**src/verilog/upcr_cfg.svh**
```systemverilog
// Constants for the peripheral configuration register set
//
// Contract
// - Request output polarity follows config bit 6
// - Acknowledge input polarity follows config bit 5
// - End-of-transfer polarity follows config bit 4
// - Chip select low wakes, only with bus power
// - Power-off bit makes suspend output switch control
// - Firmware initialises power-off bit to one
// - Config bit 1 selects level or 166 ns pulse; the pulse here lasts 21 clocks of 8 ns, 168 ns
// - Interrupt output polarity follows config bit 0
// - Bus reset keeps enables and config bits
// - Enable map written C2, read C3, four bytes
// - Software writes zero to enable bits 31..24
// - Bits 23..10 enable endpoints 14..1
// - Bit 9 control IN, bit 8 control OUT
// - Bit 6 enables short packet interrupt
// - Bit 5 enables pseudo frame interrupt
// - Bit 4 frame start, bit 3 transfer end
// - Bits 2,1,0 suspend, resume, bus reset
// - DMA config written F0, read F1, two bytes
// - Bus reset clears DMA enable only
// - DMA enable bit starts, stops, reports DMA
// - Burst field selects 1, 4, 8, 16 bytes
// - Bit 15 ends transfer at counter zero
// - Bit 14 ends transfer on short packet
`ifndef UPCR_CFG_SVH
`define UPCR_CFG_SVH
`define UPCR_CMD_WR_HWCFG 8'hba
`define UPCR_CMD_RD_HWCFG 8'hbb
`define UPCR_CMD_WR_IEN 8'hc2
`define UPCR_CMD_RD_IEN 8'hc3
`define UPCR_CMD_WR_DMACFG 8'hf0
`define UPCR_CMD_RD_DMACFG 8'hf1
`define UPCR_HWCFG_RESET 16'h2340
`define UPCR_IEN_RESET 32'h00000000
`define UPCR_DMACFG_RESET 16'h0000
`define UPCR_IEN_RSVD_MASK 32'h00ffff7f
`define UPCR_DMACFG_MASK 16'hc0fb
`define UPCR_HW_DMA_REQUEST_POLARITY_BIT 6
`define UPCR_HW_DMA_ACK_POLARITY_BIT 5
`define UPCR_HW_END_OF_TRANSFER_POLARITY_BIT 4
`define UPCR_HW_WAKE_BIT 3
`define UPCR_HW_SUSPEND_POWER_OFF_ENABLE_BIT 2
`define UPCR_HW_PULSE_BIT 1
`define UPCR_HW_IRQPOL_BIT 0
`define UPCR_DMA_EN_BIT 3
`define UPCR_DMA_CNTR_BIT 15
`define UPCR_DMA_SHORT_BIT 14
`define UPCR_PULSE_NS 166
`define UPCR_CLK_NS 8
`define UPCR_PULSE_CYC ((`UPCR_PULSE_NS + `UPCR_CLK_NS - 1) / `UPCR_CLK_NS)
`define UPCR_APB_CMD 12'h000
`define UPCR_APB_WDATA 12'h004
`define UPCR_APB_RDATA 12'h008
`define UPCR_APB_STATUS 12'h00c
`define UPCR_APB_IEN_BYTES 3'd4
`define UPCR_APB_HALF_BYTES 3'd2
`endif

```
**src/verilog/upcr_pkg.sv**
```systemverilog
// Types shared by both ends of the configuration link
package upcr_pkg;
    typedef enum logic [1:0] {
        UPCR_IDLE = 2'b00,
        UPCR_CMD = 2'b01,
        UPCR_DATA = 2'b11
    } upcr_link_t;
endpackage

```
**src/verilog/upcr_if.sv**
```systemverilog
// Command link between the system controller and the register set
`timescale 1ns/1ns
interface upcr_if;
    logic cmd_valid;
    logic [7:0] cmd_code;
    logic wr_valid;
    logic [7:0] wr_byte;
    logic rd_req;
    logic [7:0] rd_byte;
    logic rd_valid;
    modport dev (
        input cmd_valid, cmd_code, wr_valid, wr_byte, rd_req,
        output rd_byte, rd_valid
    );
    modport host (
        output cmd_valid, cmd_code, wr_valid, wr_byte, rd_req,
        input rd_byte, rd_valid
    );
endinterface

```
**src/verilog/upcr_sync.sv**
```systemverilog
// Two-stage synchroniser for pin levels
`timescale 1ns/1ns
module upcr_sync #(
    parameter int WIDTH = 1
) (
    input wire logic ref_clk,
    input wire logic rst,
    input wire logic [WIDTH-1:0] din,
    output logic [WIDTH-1:0] dout
);
    logic [WIDTH-1:0] meta_q;
    always_ff @(posedge ref_clk) begin
        if (rst) begin
            meta_q <= '0;
            dout <= '0;
        end else begin
            meta_q <= din;
            dout <= meta_q;
        end
    end
endmodule

```
**src/verilog/upcr_device.sv**
```systemverilog
// Configuration, interrupt enable and DMA configuration registers
//
// The register addresses and register access over APB were decided locally.
`timescale 1ns/1ns
`include "upcr_cfg.svh"
module upcr_device
    import upcr_pkg::*;
(
    input wire logic ref_clk,
    input wire logic rst,
    upcr_if.dev link,
    input wire logic bus_reset,
    input wire logic [23:0] irq_events,
    input wire logic dma_ack_pin,
    input wire logic chip_select_n_pin,
    input wire logic vbus_pin,
    input wire logic suspended,
    input wire logic dma_want,
    input wire logic dma_counter_zero,
    input wire logic short_packet_rx,
    output logic dma_request_pin,
    output logic end_of_transfer_pin,
    output logic irq_pin,
    output logic suspend_pin,
    output logic remote_wake,
    output logic dma_active,
    output logic [1:0] dma_burst_code,
    output logic [3:0] dma_endpoint_select
);
    typedef struct packed {
        logic [7:0] cmd;
        logic [1:0] idx;
        logic [15:0] hw_config_low;
        logic [31:0] interrupt_enable_map;
        logic [15:0] dma_configuration;
        logic [31:0] shift;
        logic [7:0] rd_byte;
        logic rd_valid;
        logic irq_level;
        logic [7:0] pulse_cnt;
        logic drq;
        logic end_of_transfer;
        logic irq;
        logic susp;
        logic wake;
        logic dma_act;
    } upcr_dev_t;

    upcr_dev_t s_q;
    upcr_dev_t s_d;
    logic [2:0] pin_s;
    logic ack_on;
    logic irq_hit;
    logic end_cond;

    upcr_sync #(.WIDTH(3)) u_sync (
        .ref_clk(ref_clk),
        .rst(rst),
        .din({dma_ack_pin, chip_select_n_pin, vbus_pin}),
        .dout(pin_s)
    );

    // ------------------------------
    // Register access and pins
    // ------------------------------
    always_comb begin
        s_d = s_q;
        s_d.rd_valid = 1'b0;
        if (link.cmd_valid) begin
            s_d.cmd = link.cmd_code;
            s_d.idx = 2'd0;
            case (link.cmd_code)
                `UPCR_CMD_RD_IEN: s_d.shift = s_q.interrupt_enable_map;
                `UPCR_CMD_RD_DMACFG: s_d.shift = {16'h0000, s_q.dma_configuration};
                `UPCR_CMD_RD_HWCFG: s_d.shift = {16'h0000, s_q.hw_config_low};
                default: s_d.shift = 32'h00000000;
            endcase
        end else if (link.wr_valid) begin
            s_d.idx = s_q.idx + 2'd1;
            case (s_q.cmd)
                `UPCR_CMD_WR_IEN: s_d.interrupt_enable_map[s_q.idx*8 +: 8] = link.wr_byte;
                `UPCR_CMD_WR_DMACFG: begin
                    if (!s_q.idx[1]) begin
                        s_d.dma_configuration[s_q.idx[0]*8 +: 8] = link.wr_byte;
                    end
                end
                `UPCR_CMD_WR_HWCFG: begin
                    if (!s_q.idx[1]) begin
                        s_d.hw_config_low[s_q.idx[0]*8 +: 8] = link.wr_byte;
                    end
                end
                default: ;
            endcase
        end else if (link.rd_req) begin
            s_d.rd_byte = s_q.shift[7:0];
            s_d.shift = {8'h00, s_q.shift[31:8]};
            s_d.rd_valid = 1'b1;
        end
        s_d.dma_configuration = s_d.dma_configuration & `UPCR_DMACFG_MASK;
        if (bus_reset) begin
            s_d.dma_configuration[`UPCR_DMA_EN_BIT] = 1'b0;
        end
        ack_on = pin_s[2] == s_q.hw_config_low[`UPCR_HW_DMA_ACK_POLARITY_BIT];
        end_cond = (s_q.dma_configuration[`UPCR_DMA_CNTR_BIT] && dma_counter_zero)
            || (s_q.dma_configuration[`UPCR_DMA_SHORT_BIT] && short_packet_rx);
        s_d.dma_act = s_q.dma_configuration[`UPCR_DMA_EN_BIT];
        s_d.drq = (s_q.dma_act && dma_want && !ack_on)
            ~^ s_q.hw_config_low[`UPCR_HW_DMA_REQUEST_POLARITY_BIT];
        s_d.end_of_transfer = (s_q.dma_act && ack_on && end_cond)
            ~^ s_q.hw_config_low[`UPCR_HW_END_OF_TRANSFER_POLARITY_BIT];
        s_d.wake = s_q.hw_config_low[`UPCR_HW_WAKE_BIT] && !pin_s[1] && pin_s[0];
        s_d.susp = s_q.hw_config_low[`UPCR_HW_SUSPEND_POWER_OFF_ENABLE_BIT] && suspended;
        irq_hit = |(irq_events & s_q.interrupt_enable_map[23:0]
            & 24'(`UPCR_IEN_RSVD_MASK));
        s_d.irq_level = irq_hit;
        if (irq_hit && !s_q.irq_level) begin
            s_d.pulse_cnt = 8'(`UPCR_PULSE_CYC);
        end else if (s_q.pulse_cnt != 8'h00) begin
            s_d.pulse_cnt = s_q.pulse_cnt - 8'h01;
        end
        s_d.irq = (s_q.hw_config_low[`UPCR_HW_PULSE_BIT] ? (s_q.pulse_cnt != 8'h00) : irq_hit)
            ~^ s_q.hw_config_low[`UPCR_HW_IRQPOL_BIT];
    end

    always_ff @(posedge ref_clk) begin
        if (rst) begin
            s_q <= '0;
            s_q.hw_config_low <= `UPCR_HWCFG_RESET;
            s_q.drq <= 1'b0;
            s_q.end_of_transfer <= 1'b0;
            s_q.irq <= 1'b0;
        end else begin
            s_q <= s_d;
        end
    end

    assign link.rd_byte = s_q.rd_byte;
    assign link.rd_valid = s_q.rd_valid;
    assign dma_request_pin = s_q.drq;
    assign end_of_transfer_pin = s_q.end_of_transfer;
    assign irq_pin = s_q.irq;
    assign suspend_pin = s_q.susp;
    assign remote_wake = s_q.wake;
    assign dma_active = s_q.dma_act;
    assign dma_burst_code = s_q.dma_configuration[1:0];
    assign dma_endpoint_select = s_q.dma_configuration[7:4];
endmodule

```
**src/flat_wrapper.sv**
```systemverilog
// flat-port wrapper written by rule: the top's interface ports become plain ports
module upcr_device_flat import upcr_pkg::*;
  (ref_clk, rst, bus_reset, irq_events, dma_ack_pin, chip_select_n_pin, vbus_pin, suspended, dma_want, dma_counter_zero, short_packet_rx, dma_request_pin, end_of_transfer_pin, irq_pin, suspend_pin, remote_wake, dma_active, dma_burst_code, dma_endpoint_select, link_cmd_valid, link_cmd_code, link_wr_valid, link_wr_byte, link_rd_req, link_rd_byte, link_rd_valid);
  upcr_if link_i ();
  input wire logic ref_clk;
  input wire logic rst;
  input wire logic bus_reset;
  input wire logic [23:0] irq_events;
  input wire logic dma_ack_pin;
  input wire logic chip_select_n_pin;
  input wire logic vbus_pin;
  input wire logic suspended;
  input wire logic dma_want;
  input wire logic dma_counter_zero;
  input wire logic short_packet_rx;
  output logic dma_request_pin;
  output logic end_of_transfer_pin;
  output logic irq_pin;
  output logic suspend_pin;
  output logic remote_wake;
  output logic dma_active;
  output logic [1:0] dma_burst_code;
  output logic [3:0] dma_endpoint_select;
  input wire logic [$bits(link_i.cmd_valid)-1:0] link_cmd_valid;
  input wire logic [$bits(link_i.cmd_code)-1:0] link_cmd_code;
  input wire logic [$bits(link_i.wr_valid)-1:0] link_wr_valid;
  input wire logic [$bits(link_i.wr_byte)-1:0] link_wr_byte;
  input wire logic [$bits(link_i.rd_req)-1:0] link_rd_req;
  output wire logic [$bits(link_i.rd_byte)-1:0] link_rd_byte;
  output wire logic [$bits(link_i.rd_valid)-1:0] link_rd_valid;
  assign link_i.cmd_valid = link_cmd_valid;
  assign link_i.cmd_code = link_cmd_code;
  assign link_i.wr_valid = link_wr_valid;
  assign link_i.wr_byte = link_wr_byte;
  assign link_i.rd_req = link_rd_req;
  assign link_rd_byte = link_i.rd_byte;
  assign link_rd_valid = link_i.rd_valid;
  upcr_device u_core (.ref_clk(ref_clk), .rst(rst), .link(link_i), .bus_reset(bus_reset), .irq_events(irq_events), .dma_ack_pin(dma_ack_pin), .chip_select_n_pin(chip_select_n_pin), .vbus_pin(vbus_pin), .suspended(suspended), .dma_want(dma_want), .dma_counter_zero(dma_counter_zero), .short_packet_rx(short_packet_rx), .dma_request_pin(dma_request_pin), .end_of_transfer_pin(end_of_transfer_pin), .irq_pin(irq_pin), .suspend_pin(suspend_pin), .remote_wake(remote_wake), .dma_active(dma_active), .dma_burst_code(dma_burst_code), .dma_endpoint_select(dma_endpoint_select));
endmodule
```
**config.mk**
```make
export PLATFORM = sky130hd
export DESIGN_NAME = upcr_device_flat
export DESIGN_NICKNAME = d
export VERILOG_FILES = /design/src/verilog/upcr_pkg.sv /design/src/verilog/upcr_if.sv /design/src/verilog/upcr_sync.sv /design/src/verilog/upcr_device.sv /design/src/flat_wrapper.sv
export VERILOG_INCLUDE_DIRS = /design/src /design/src/verilog
export SDC_FILE = /design/constraint.sdc
export NUM_CORES = 1
export LEC_CHECK = 0
export BUFFER_PORTS_ARGS = -buffer_cell sky130_fd_sc_hd__buf_4
export CAP_MARGIN = 20
export CORE_MARGIN = 8
export CORE_UTILIZATION = 62
export DETAILED_ROUTE_END_ITERATION = 10
export PLACE_DENSITY = 0.82
export SLEW_MARGIN = 0
export SYNTH_ARGS = -nofsm -noshare
export SYNTH_HDL_FRONTEND = slang
export SYNTH_HIERARCHICAL = 1
export SYNTH_SLANG_ARGS = --single-unit
```
**constraint.sdc**
```tcl
create_clock -name ref_clk -period 6.1 [get_ports ref_clk]
set_clock_uncertainty 0.15 [all_clocks]
set_input_delay 0.305 -clock ref_clk [delete_from_list [all_inputs] [get_ports ref_clk]]
set_output_delay 0.305 -clock ref_clk [all_outputs]
set_load 0.02 [all_outputs]
```
==> results of run 1 <==
==> sequential cells by signal, indices dropped and copies added (netlist names), 2 cells and up <==
register                    flops
u_core/u_sync/dout              3
u_core/u_sync/meta_q            3
u_core/link.rd_byte             8
u_core/dma_endpoint_select      4
u_core/dma_burst_code           2
u_core/s_q                    101
==> power by group <==
| group | total (mW) | leakage [nW] | internal, mW | switching [mW] |
|---|---|---|---|---|
| sequential | 0.898 | 1.05 | 0.874 | 0.0247 |
| combinational | 0.238 | 1.25 | 0.104 | 0.134 |
| clock | 1.02 | 0.287 | 0.645 | 0.373 |
| total | 2.16 | 2.59 | 1.62 | 0.532 |
==> logic make-up (layout without fill, tap and decap cells) <==
logic type | after synthesis | in the layout | share of synthesized area
compound gates | 126 | 126 | 0.146
xor+xnor | 11 | 11 | 0.0176
fa+ha+maj | 7 | 7 | 0.0160
buf+inv | 60 | 140 | 0.0550
flops | 129 | 129 | 0.471
mux | 43 | 43 | 0.0785
simple gates | 245 | 245 | 0.216
==> Yosys cell counts, drive strengths merged (2+ instances only) <==
library cell	instances	share of area
clkbuf	26	0.018
nor2	62	0.042
a22o	4	0.0064
a22oi	11	0.015
buf	27	0.032
xnor2	6	0.0096
nand2b	3	0.0034
and2	8	0.0091
ha	7	0.016
xor2	5	0.0080
nor3	7	0.0073
a21o	2	0.0027
nand2	80	0.055
and3	2	0.0023
and4	2	0.0032
o21ai	16	0.015
nand3	52	0.047
a21oi	61	0.056
mux2i	43	0.079
inv	6	0.0041
a311oi	7	0.011
a221oi	22	0.035
nor3b	4	0.0055
nor4bb	2	0.0037
nor4	10	0.018
nor2b	8	0.0091
dfxtp	129	0.47
==> final timing paths <==
path | endpoint | startpoint
worst max-delay path | u_core/s_d[0] | link_wr_valid
worst min-delay path | u_core/link.rd_valid | link_rd_req
worst max register to register | u_core/s_d[0] | u_core/s_q[128]
worst min register to register | u_core/remote_wake | u_core/u_sync/dout[1]
==> metrics by stage <==
| step | hold WS (ps) | power [mW] |
|---|---|---|
| floorplan | 224 | 1.06 |
| global route | 146 | 2.23 |
| detailed placement | 231 | 1.13 |
| finish | 136 | 2.16 |
| CTS | 123 | 2.15 |
| global placement | 237 | 1.12 |
==> cell type report <==
class	instances	area, um^2	area share
multi-input cells	432	2610	0.385
flip-flops and latches	129	2580	0.381
repair buffers	101	826	0.122
clock buffers	20	445	0.0657
clock inverters	12	158	0.0233
well taps	108	135	0.0199
inverters	7	26.3	0.00388
==> layer usage <==
layer	global-route usage	wire length, um
met5	0	0
met4	0.113	552
met3	0.0791	1750
met2	0.455	7840
met1	0.326	6000
==> repair_timing <==
action	in CTS	in global routing
hold buffers	24	0
resized for setup	0	0
hold endpoints to repair	62	0
==> worst max-delay path, delay by kind of cell <==
family	cells	cell delay, ps
and+or+nand+nor	4	1320
buffers and inverters	3	1240
muxes	1	290
==> results.cfg, run 1 <==
[pwr]
irDropWorstVdd_uv = 244
power.density_nw_per_um2 = 318
leakagePower_nw = 2.59

[cts]
path_clk_slew_ps = 60
clock_sinks = 129
postCtsSetupBuffers = 0
cts_buffers = 17
cts-htree-levels = 4
ctsLongestPathBuffers = 2
insertion_delay_ps = 520
cts-root-buf = clkbuf_8
cts_tree = done

[timing]
rsz0062_at_grt = false
worst_pin_slew_ps = 1060
post-route-period-util = 0.478
setup_viol = 0
min_period_ps = 2910
hold_viol = 0
layout_setup_ws_ps = 3190
finalSetupTns_ps = 0
final-max-slew-violation-count = 0
max_freq_mhz = 343
slew_headroom = 0.291

[logic_synthesis]
syn_avg_cell_area_um2 = 8.83
synthDistinctLibCells = 41
synth_area_um2 = 5480
synth_nets = 681
ys_seq_elements = 129
ys_seq_area_frac = 0.471
synth_warnings = 6
ys_async_sr_fraction = 0
synth-main-ff-cell = dfxtp_1
synth-edff-count = 0
synthCells = 621

[detailed_routing]
drt_wl_total_um = 16100
dr.pass1.iters = 5
drt_iter0_drc = 583
vias = 5128
postRouteAntennaNets = 0
drc = 0
avgRoutedWirePerCell_um = 19.9
drt-vias-per-instance = 6.34

[floorplanning]
die_x_um = 110
fp.dieH_um = 110
dieArea_um2 = 12100
fp-row-count = 34
io_pins = 74
core-area_um2 = 8640
initial_utilization = 0.635

[setup_path]
crit_top_cell = dlygate4sd3_1
start_kind = input port
crit_chain = dlygate4sd3_1 -> buf_4 -> or3b_4 -> nor4_1 -> and2_1 -> mux2i_1 -> nor3_2 -> dlygate4sd3_1
cp-end-kind = register
max_stage_delay_ps = 570
arrival_ps = 3170
cp_slowest_cell = dlygate4sd3_1
r2r_slack_ps = 3210
path_class = in -> reg
rr_worst_depth = 6
critPathRequiredTime_ps = 6350
cp_max_fo = 7

[min_path]
holdPathStages = 3
min_path_type = in -> reg

[final_layout]
layout_common_cells = 129 x dfxtp_1, 80 x nand2_1, 75 x buf_4, 62 x nor2_1, 61 x a21oi_1
fillers = 546
diodes = 0
final_common_cell = dfxtp_1
final_core_util = 0.785
area_delta_synth_final_pct = 23.7
nNetsFinal = 748
fin_cells = 809
final_area_um2 = 6780
drive_gt1_frac = 0.163

[place]
gp_congestion = 0.906
dpl_cell_area_um2 = 5910
numPlacedInstances = 751
dp_hpwl_um = 10000
dp_slack_ps = 3510
port_buffers = 72

[grt]
antenna_found_initial = 0
grt_overflow = 0
grt_use_total = 0.274
grt_max_degree = 65
grt_pass1_vias = 4984
grt_first_pass_wirelength_um = 25500

[job]
max_cap_violations = 0

[outcome]
status = complete, no violations
(Power assumes the default switching activity.)
==> inputs of run 2 (changes only) <==
--- a/config.mk
+++ b/config.mk
@@ -9,9 +9,9 @@
 export BUFFER_PORTS_ARGS = -buffer_cell sky130_fd_sc_hd__buf_4
 export CAP_MARGIN = 20
 export CORE_MARGIN = 8
-export CORE_UTILIZATION = 62
+export CORE_UTILIZATION = 57
 export DETAILED_ROUTE_END_ITERATION = 10
-export PLACE_DENSITY = 0.82
+export PLACE_DENSITY = 0.76
 export SLEW_MARGIN = 0
 export SYNTH_ARGS = -nofsm -noshare
 export SYNTH_HDL_FRONTEND = slang
==> constraint.sdc (replaced) <==
create_clock -name ref_clk -period 3 [get_ports ref_clk]
set_clock_uncertainty 0.15 [all_clocks]
set_input_delay 0.15 -clock ref_clk [delete_from_list [all_inputs] [get_ports ref_clk]]
set_output_delay 0.15 -clock ref_clk [all_outputs]
set_load 0.02 [all_outputs]
==> results.cfg, run 2 (same netlist as run 1, synthesis figures left out) <==
[outcome]
status = complete, no violations

[detailed_routing]
drc = 0
drt-vias-per-instance = 6.01
vias = 5114
dr.pass1.iters = 6
drt_iter0_drc = 527
avgRoutedWirePerCell_um = 18.6
postRouteAntennaNets = 0
drt_wl_total_um = 15800

[final_layout]
layout_common_cells = 129 x dfxtp_1, 86 x buf_4, 80 x nand2_1, 62 x nor2_1, 61 x a21oi_1
final_core_util = 0.749
diodes = 0
multi_input_area_um2 = 2600
area_delta_synth_final_pct = 26.8
nNetsFinal = 769
largest_reg_flops = 101
drive_gt1_frac = 0.169
final_area_um2 = 6950
largest-register = u_core/s_q
seqCellArea_um2 = 2580
final_common_cell = dfxtp_1
fillers = 669

[setup_path]
cp_max_fo = 7
path_delay_family = simple AND/OR/NAND/NOR gates
r2r_slack_ps = 170
start_kind = register
max_stage_delay_ps = 580
cp-end-kind = register
cp_slowest_cell = or4bb_1
crit_buf_inv = 1
arrival_ps = 3080
crit_chain = or4bb_1 -> nor4_1 -> and2_1 -> mux2i_1 -> nor3_2 -> dlygate4sd3_1
critPathRequiredTime_ps = 3250
path_class = reg -> reg

[timing]
hold_viol = 0
worst_pin_slew_ps = 897
hold_slack_ps = 60.0
min_period_ps = 2830
rsz0062_at_grt = false
max_freq_mhz = 354
slew_headroom = 0.401
finalSetupTns_ps = 0
setup_viol = 0
final-max-slew-violation-count = 0
post-route-period-util = 0.942

[pwr]
leakagePower_nw = 2.68
p_sw_frac = 0.252
power.density_nw_per_um2 = 622
power_frac_clock = 0.462
power_frac_comb = 0.117
seq_power_share = 0.422
p_int_mw = 3.24
p_switching_mw = 1.09
irDropWorstVdd_uv = 478

[grt]
grtUsageMet2 = 0.412
met3_usage = 0.0638
antenna_found_initial = 0
met1_usage = 0.293
grt_max_degree = 55
grt_use_total = 0.249
grt_first_pass_wirelength_um = 25400
busiest_layer = met2
grt_pass1_vias = 5050
grt_overflow = 0

[floorplanning]
die_x_um = 114
fp-row-count = 35
core-area_um2 = 9280
dieArea_um2 = 13000
initial_utilization = 0.591
io_pins = 74
fp.dieH_um = 114

[cts]
insertion_delay_ps = 520
ctsLongestPathBuffers = 2
cts-root-buf = clkbuf_8
clock_sinks = 129
cts_tree = done
path_clk_slew_ps = 60
cts-htree-levels = 4
postCtsSetupBuffers = 0
cts_buffers = 17
post_cts_resized = 0

[min_path]
min_path_type = in -> reg

[place]
port_buffers = 72
gp_congestion = 0.888
dp_hpwl_um = 10700
dpl_cell_area_um2 = 6010

[job]
max_cap_violations = 0
run 2: cell types whose count changed in the layout (fill, tap and decap cells not counted):
cell,previous run,this run
nor4_2,0,1
clkinv_4,3,2
nor4_4,3,2
bufinv_16,3,2
clkbuf_4,1,0
clkinvlp_4,3,4
dlygate4sd3_1,24,36
clkinv_2,2,1
inv_6,1,2
buf_4,75,86
buf_8,1,0
clkbuf_1,1,2
run 2: final timing paths:
check | startpoint | end | cells past startpoint
worst max-delay path | u_core/s_q[124] | u_core/s_d[0] | 6
worst min-delay path | short_packet_rx | u_core/end_of_transfer_pin | 5
worst max register to register | u_core/s_q[124] | u_core/s_d[0] | 6
worst min register to register | u_core/u_sync/dout[1] | u_core/remote_wake | 1
run 2: tightest hold or removal path, stage by stage:
cell and delay (ps):
buf_4 110, a22oi_1 130, nor3b_1 80, xnor2_1 110
and2_1 110
run 2: layout make-up:
class,instances,area share
clock buffers,21,0.0646
inverters,7,0.00378
flip-flops and latches,129,0.371
well taps,129,0.0232
repair buffers,122,0.145
multi-input cells,432,0.374
clock inverters,11,0.0187
run 2: power by group through the flow:
stage | clock network (mW) | logic (mW) | registers, mW
global placement | 0 | 0.435 | 1.86
CTS | 2.01 | 0.498 | 1.82
floorplan | 0 | 0.313 | 1.85
finish | 2.00 | 0.505 | 1.82
detailed placement | 0 | 0.458 | 1.86
global route | 2.09 | 0.554 | 1.83
run 2: what timing repair did:
item	CTS	global route
hold buffers	36	0
endpoints found under the hold margin	87	0
setup endpoints to repair	0	0
run 2: layer usage:
layer / vias to the layer above / part of all wire
met1: 2413 / 0.39
met2: 272 / 0.48
li1: 2368 / -
met3: 61 / 0.098
met5: - / 0
met4: 0 / 0.037
run 2: stage by stage:
stage,setup slack [ps],total power [mW],instances
floorplan,904,2.16,621
global placement,811,2.29,783
detailed placement,758,2.32,783
CTS,196,4.33,851
global route,68.3,4.47,851
finish,174,4.33,851
==> inputs of run 3 (changes only) <==
--- a/config.mk
+++ b/config.mk
@@ -8,10 +8,10 @@
 export LEC_CHECK = 0
 export BUFFER_PORTS_ARGS = -buffer_cell sky130_fd_sc_hd__buf_4
 export CAP_MARGIN = 20
-export CORE_MARGIN = 8
-export CORE_UTILIZATION = 57
+export CORE_UTILIZATION = 59
+export CTS_BUF_LIST = sky130_fd_sc_hd__clkbuf_4
 export DETAILED_ROUTE_END_ITERATION = 10
-export PLACE_DENSITY = 0.76
+export PLACE_DENSITY = 0.78
 export SLEW_MARGIN = 0
 export SYNTH_ARGS = -nofsm -noshare
 export SYNTH_HDL_FRONTEND = slang
==> results.cfg, run 3 (same netlist as run 1, synthesis figures left out) <==
[outcome]
status = finished with violations
violations = DRC

[setup_path]
setup.worst_path.start = u_core/s_q[128]
critPathRequiredTime_ps = 3280
path_class = reg -> reg
arrival_ps = 3170
r2r-start = u_core/s_q[128]
cp-end-kind = register
cp_max_fo = 7
start_kind = register

[timing]
setup_viol = 0
finalSetupTns_ps = 0
slew_headroom = 0.423
worst_pin_slew_ps = 865
min_period_ps = 2890
max_freq_mhz = 346
rsz0062_at_grt = false
final-max-slew-violation-count = 0
post-route-period-util = 0.964
hold_viol = 0

[floorplanning]
initial_utilization = 0.620
dieArea_um2 = 9680
die_x_um = 98.4
fp.dieH_um = 98.4
io_pins = 74
core-area_um2 = 8850
fp-row-count = 34

[detailed_routing]
postRouteAntennaNets = 0
drt_iter0_drc = 555
vias = 5012
drt_wl_total_um = 14700
drc = 1
drt-vias-per-instance = 6.07
avgRoutedWirePerCell_um = 17.8
dr.pass1.iters = 10

[cts]
insertion_delay_ps = 530
cts_buffers = 17
cts_tree = done
path_clk_slew_ps = 120
clock_sinks = 129
ctsLongestPathBuffers = 2
cts-root-buf = clkbuf_4
cts-htree-levels = 4
postCtsSetupBuffers = 0
post_cts_resized = 0

[grt]
grt_use_total = 0.320
grt_pass1_vias = 4767
grt_max_degree = 70
antenna_found_initial = 0
grt_overflow = 0
grt_first_pass_wirelength_um = 23700

[min_path]
min_path_type = in -> reg
hold_start = short_packet_rx

[final_layout]
largest-register = u_core/s_q
seqCellArea_um2 = 2580
layout_common_cells = 129 x dfxtp_1, 84 x buf_4, 80 x nand2_1, 62 x nor2_1, 61 x a21oi_1
diodes = 0
fin_cells = 826
drive_gt1_frac = 0.170
multi_input_area_um2 = 2600
largest_reg_flops = 101
area_delta_synth_final_pct = 22.0
fillers = 647
nNetsFinal = 765
final_common_cell = dfxtp_1

[job]
max_cap_violations = 0

[place]
dp_hpwl_um = 10000
numPlacedInstances = 760
port_buffers = 72
gp_congestion = 0.881

[pwr]
irDropWorstVdd_uv = 570
leakagePower_nw = 2.58
power.density_nw_per_um2 = 569
-- run 3: what timing repair did --
action,4_1_cts,5_1_grt
hold buffers,34,0
endpoints found under the setup margin,0,0
endpoints found under the hold margin,100,0
-- run 3: path summary, 6_finish.rpt --
kind	endpoint	slack, ps	depth (start not counted)
setup / recovery	u_core/s_d[0]	110	6
hold / removal	u_core/end_of_transfer_pin	50	5
setup reg to reg	u_core/s_d[0]	110	6
hold reg to reg	u_core/remote_wake	270	1
-- run 3: stage by stage --
step,total power [mW],instance area [um^2],util,setup WS (ps),hold slack [ps]
2_1_floorplan,2.16,5480,-,904,70.9
3_3_place_gp,2.29,5970,0.675,799,165
3_5_place_dp,2.31,5970,0.675,744,169
4_1_cts,3.81,6690,0.756,164,47.8
5_1_grt,3.96,6690,0.756,34.8,123
6_report,3.81,6690,0.756,109,49.5
-- run 3: layout make-up --
type	instances	area share
clock buffers	19	0.0213
multi-input cells	432	0.388
flip-flops and latches	129	0.386
inverters	7	0.00393
clock inverters	13	0.0352
repair buffers	118	0.145
well taps	108	0.0202
-- run 3: critical path, stage by stage, from the launching register on --
cell and delay, ps:
dfxtp_1 400, or4bb_1 560, nor4_1 260, and2_1 490, mux2i_1 290, nor3_2 50, dlygate4sd3_1 590
-- run 3: power breakdown --
part           switching, mW  internal (mW)  total, mW
registers             0.0475           1.77       1.82
clock network          0.639          0.850       1.49
logic                  0.274          0.225      0.499
-- run 3: routing by layer --
layer / up-vias / part of all wire / wire length, um / track usage
li1: 2359 / - / - / -
met1: 2379 / 0.40 / 5890 / 0.393
met2: 225 / 0.48 / 7000 / 0.526
met3: 49 / 0.083 / 1220 / 0.0744
met4: 0 / 0.042 / 616 / 0.166
met5: - / 0 / 0 / 0
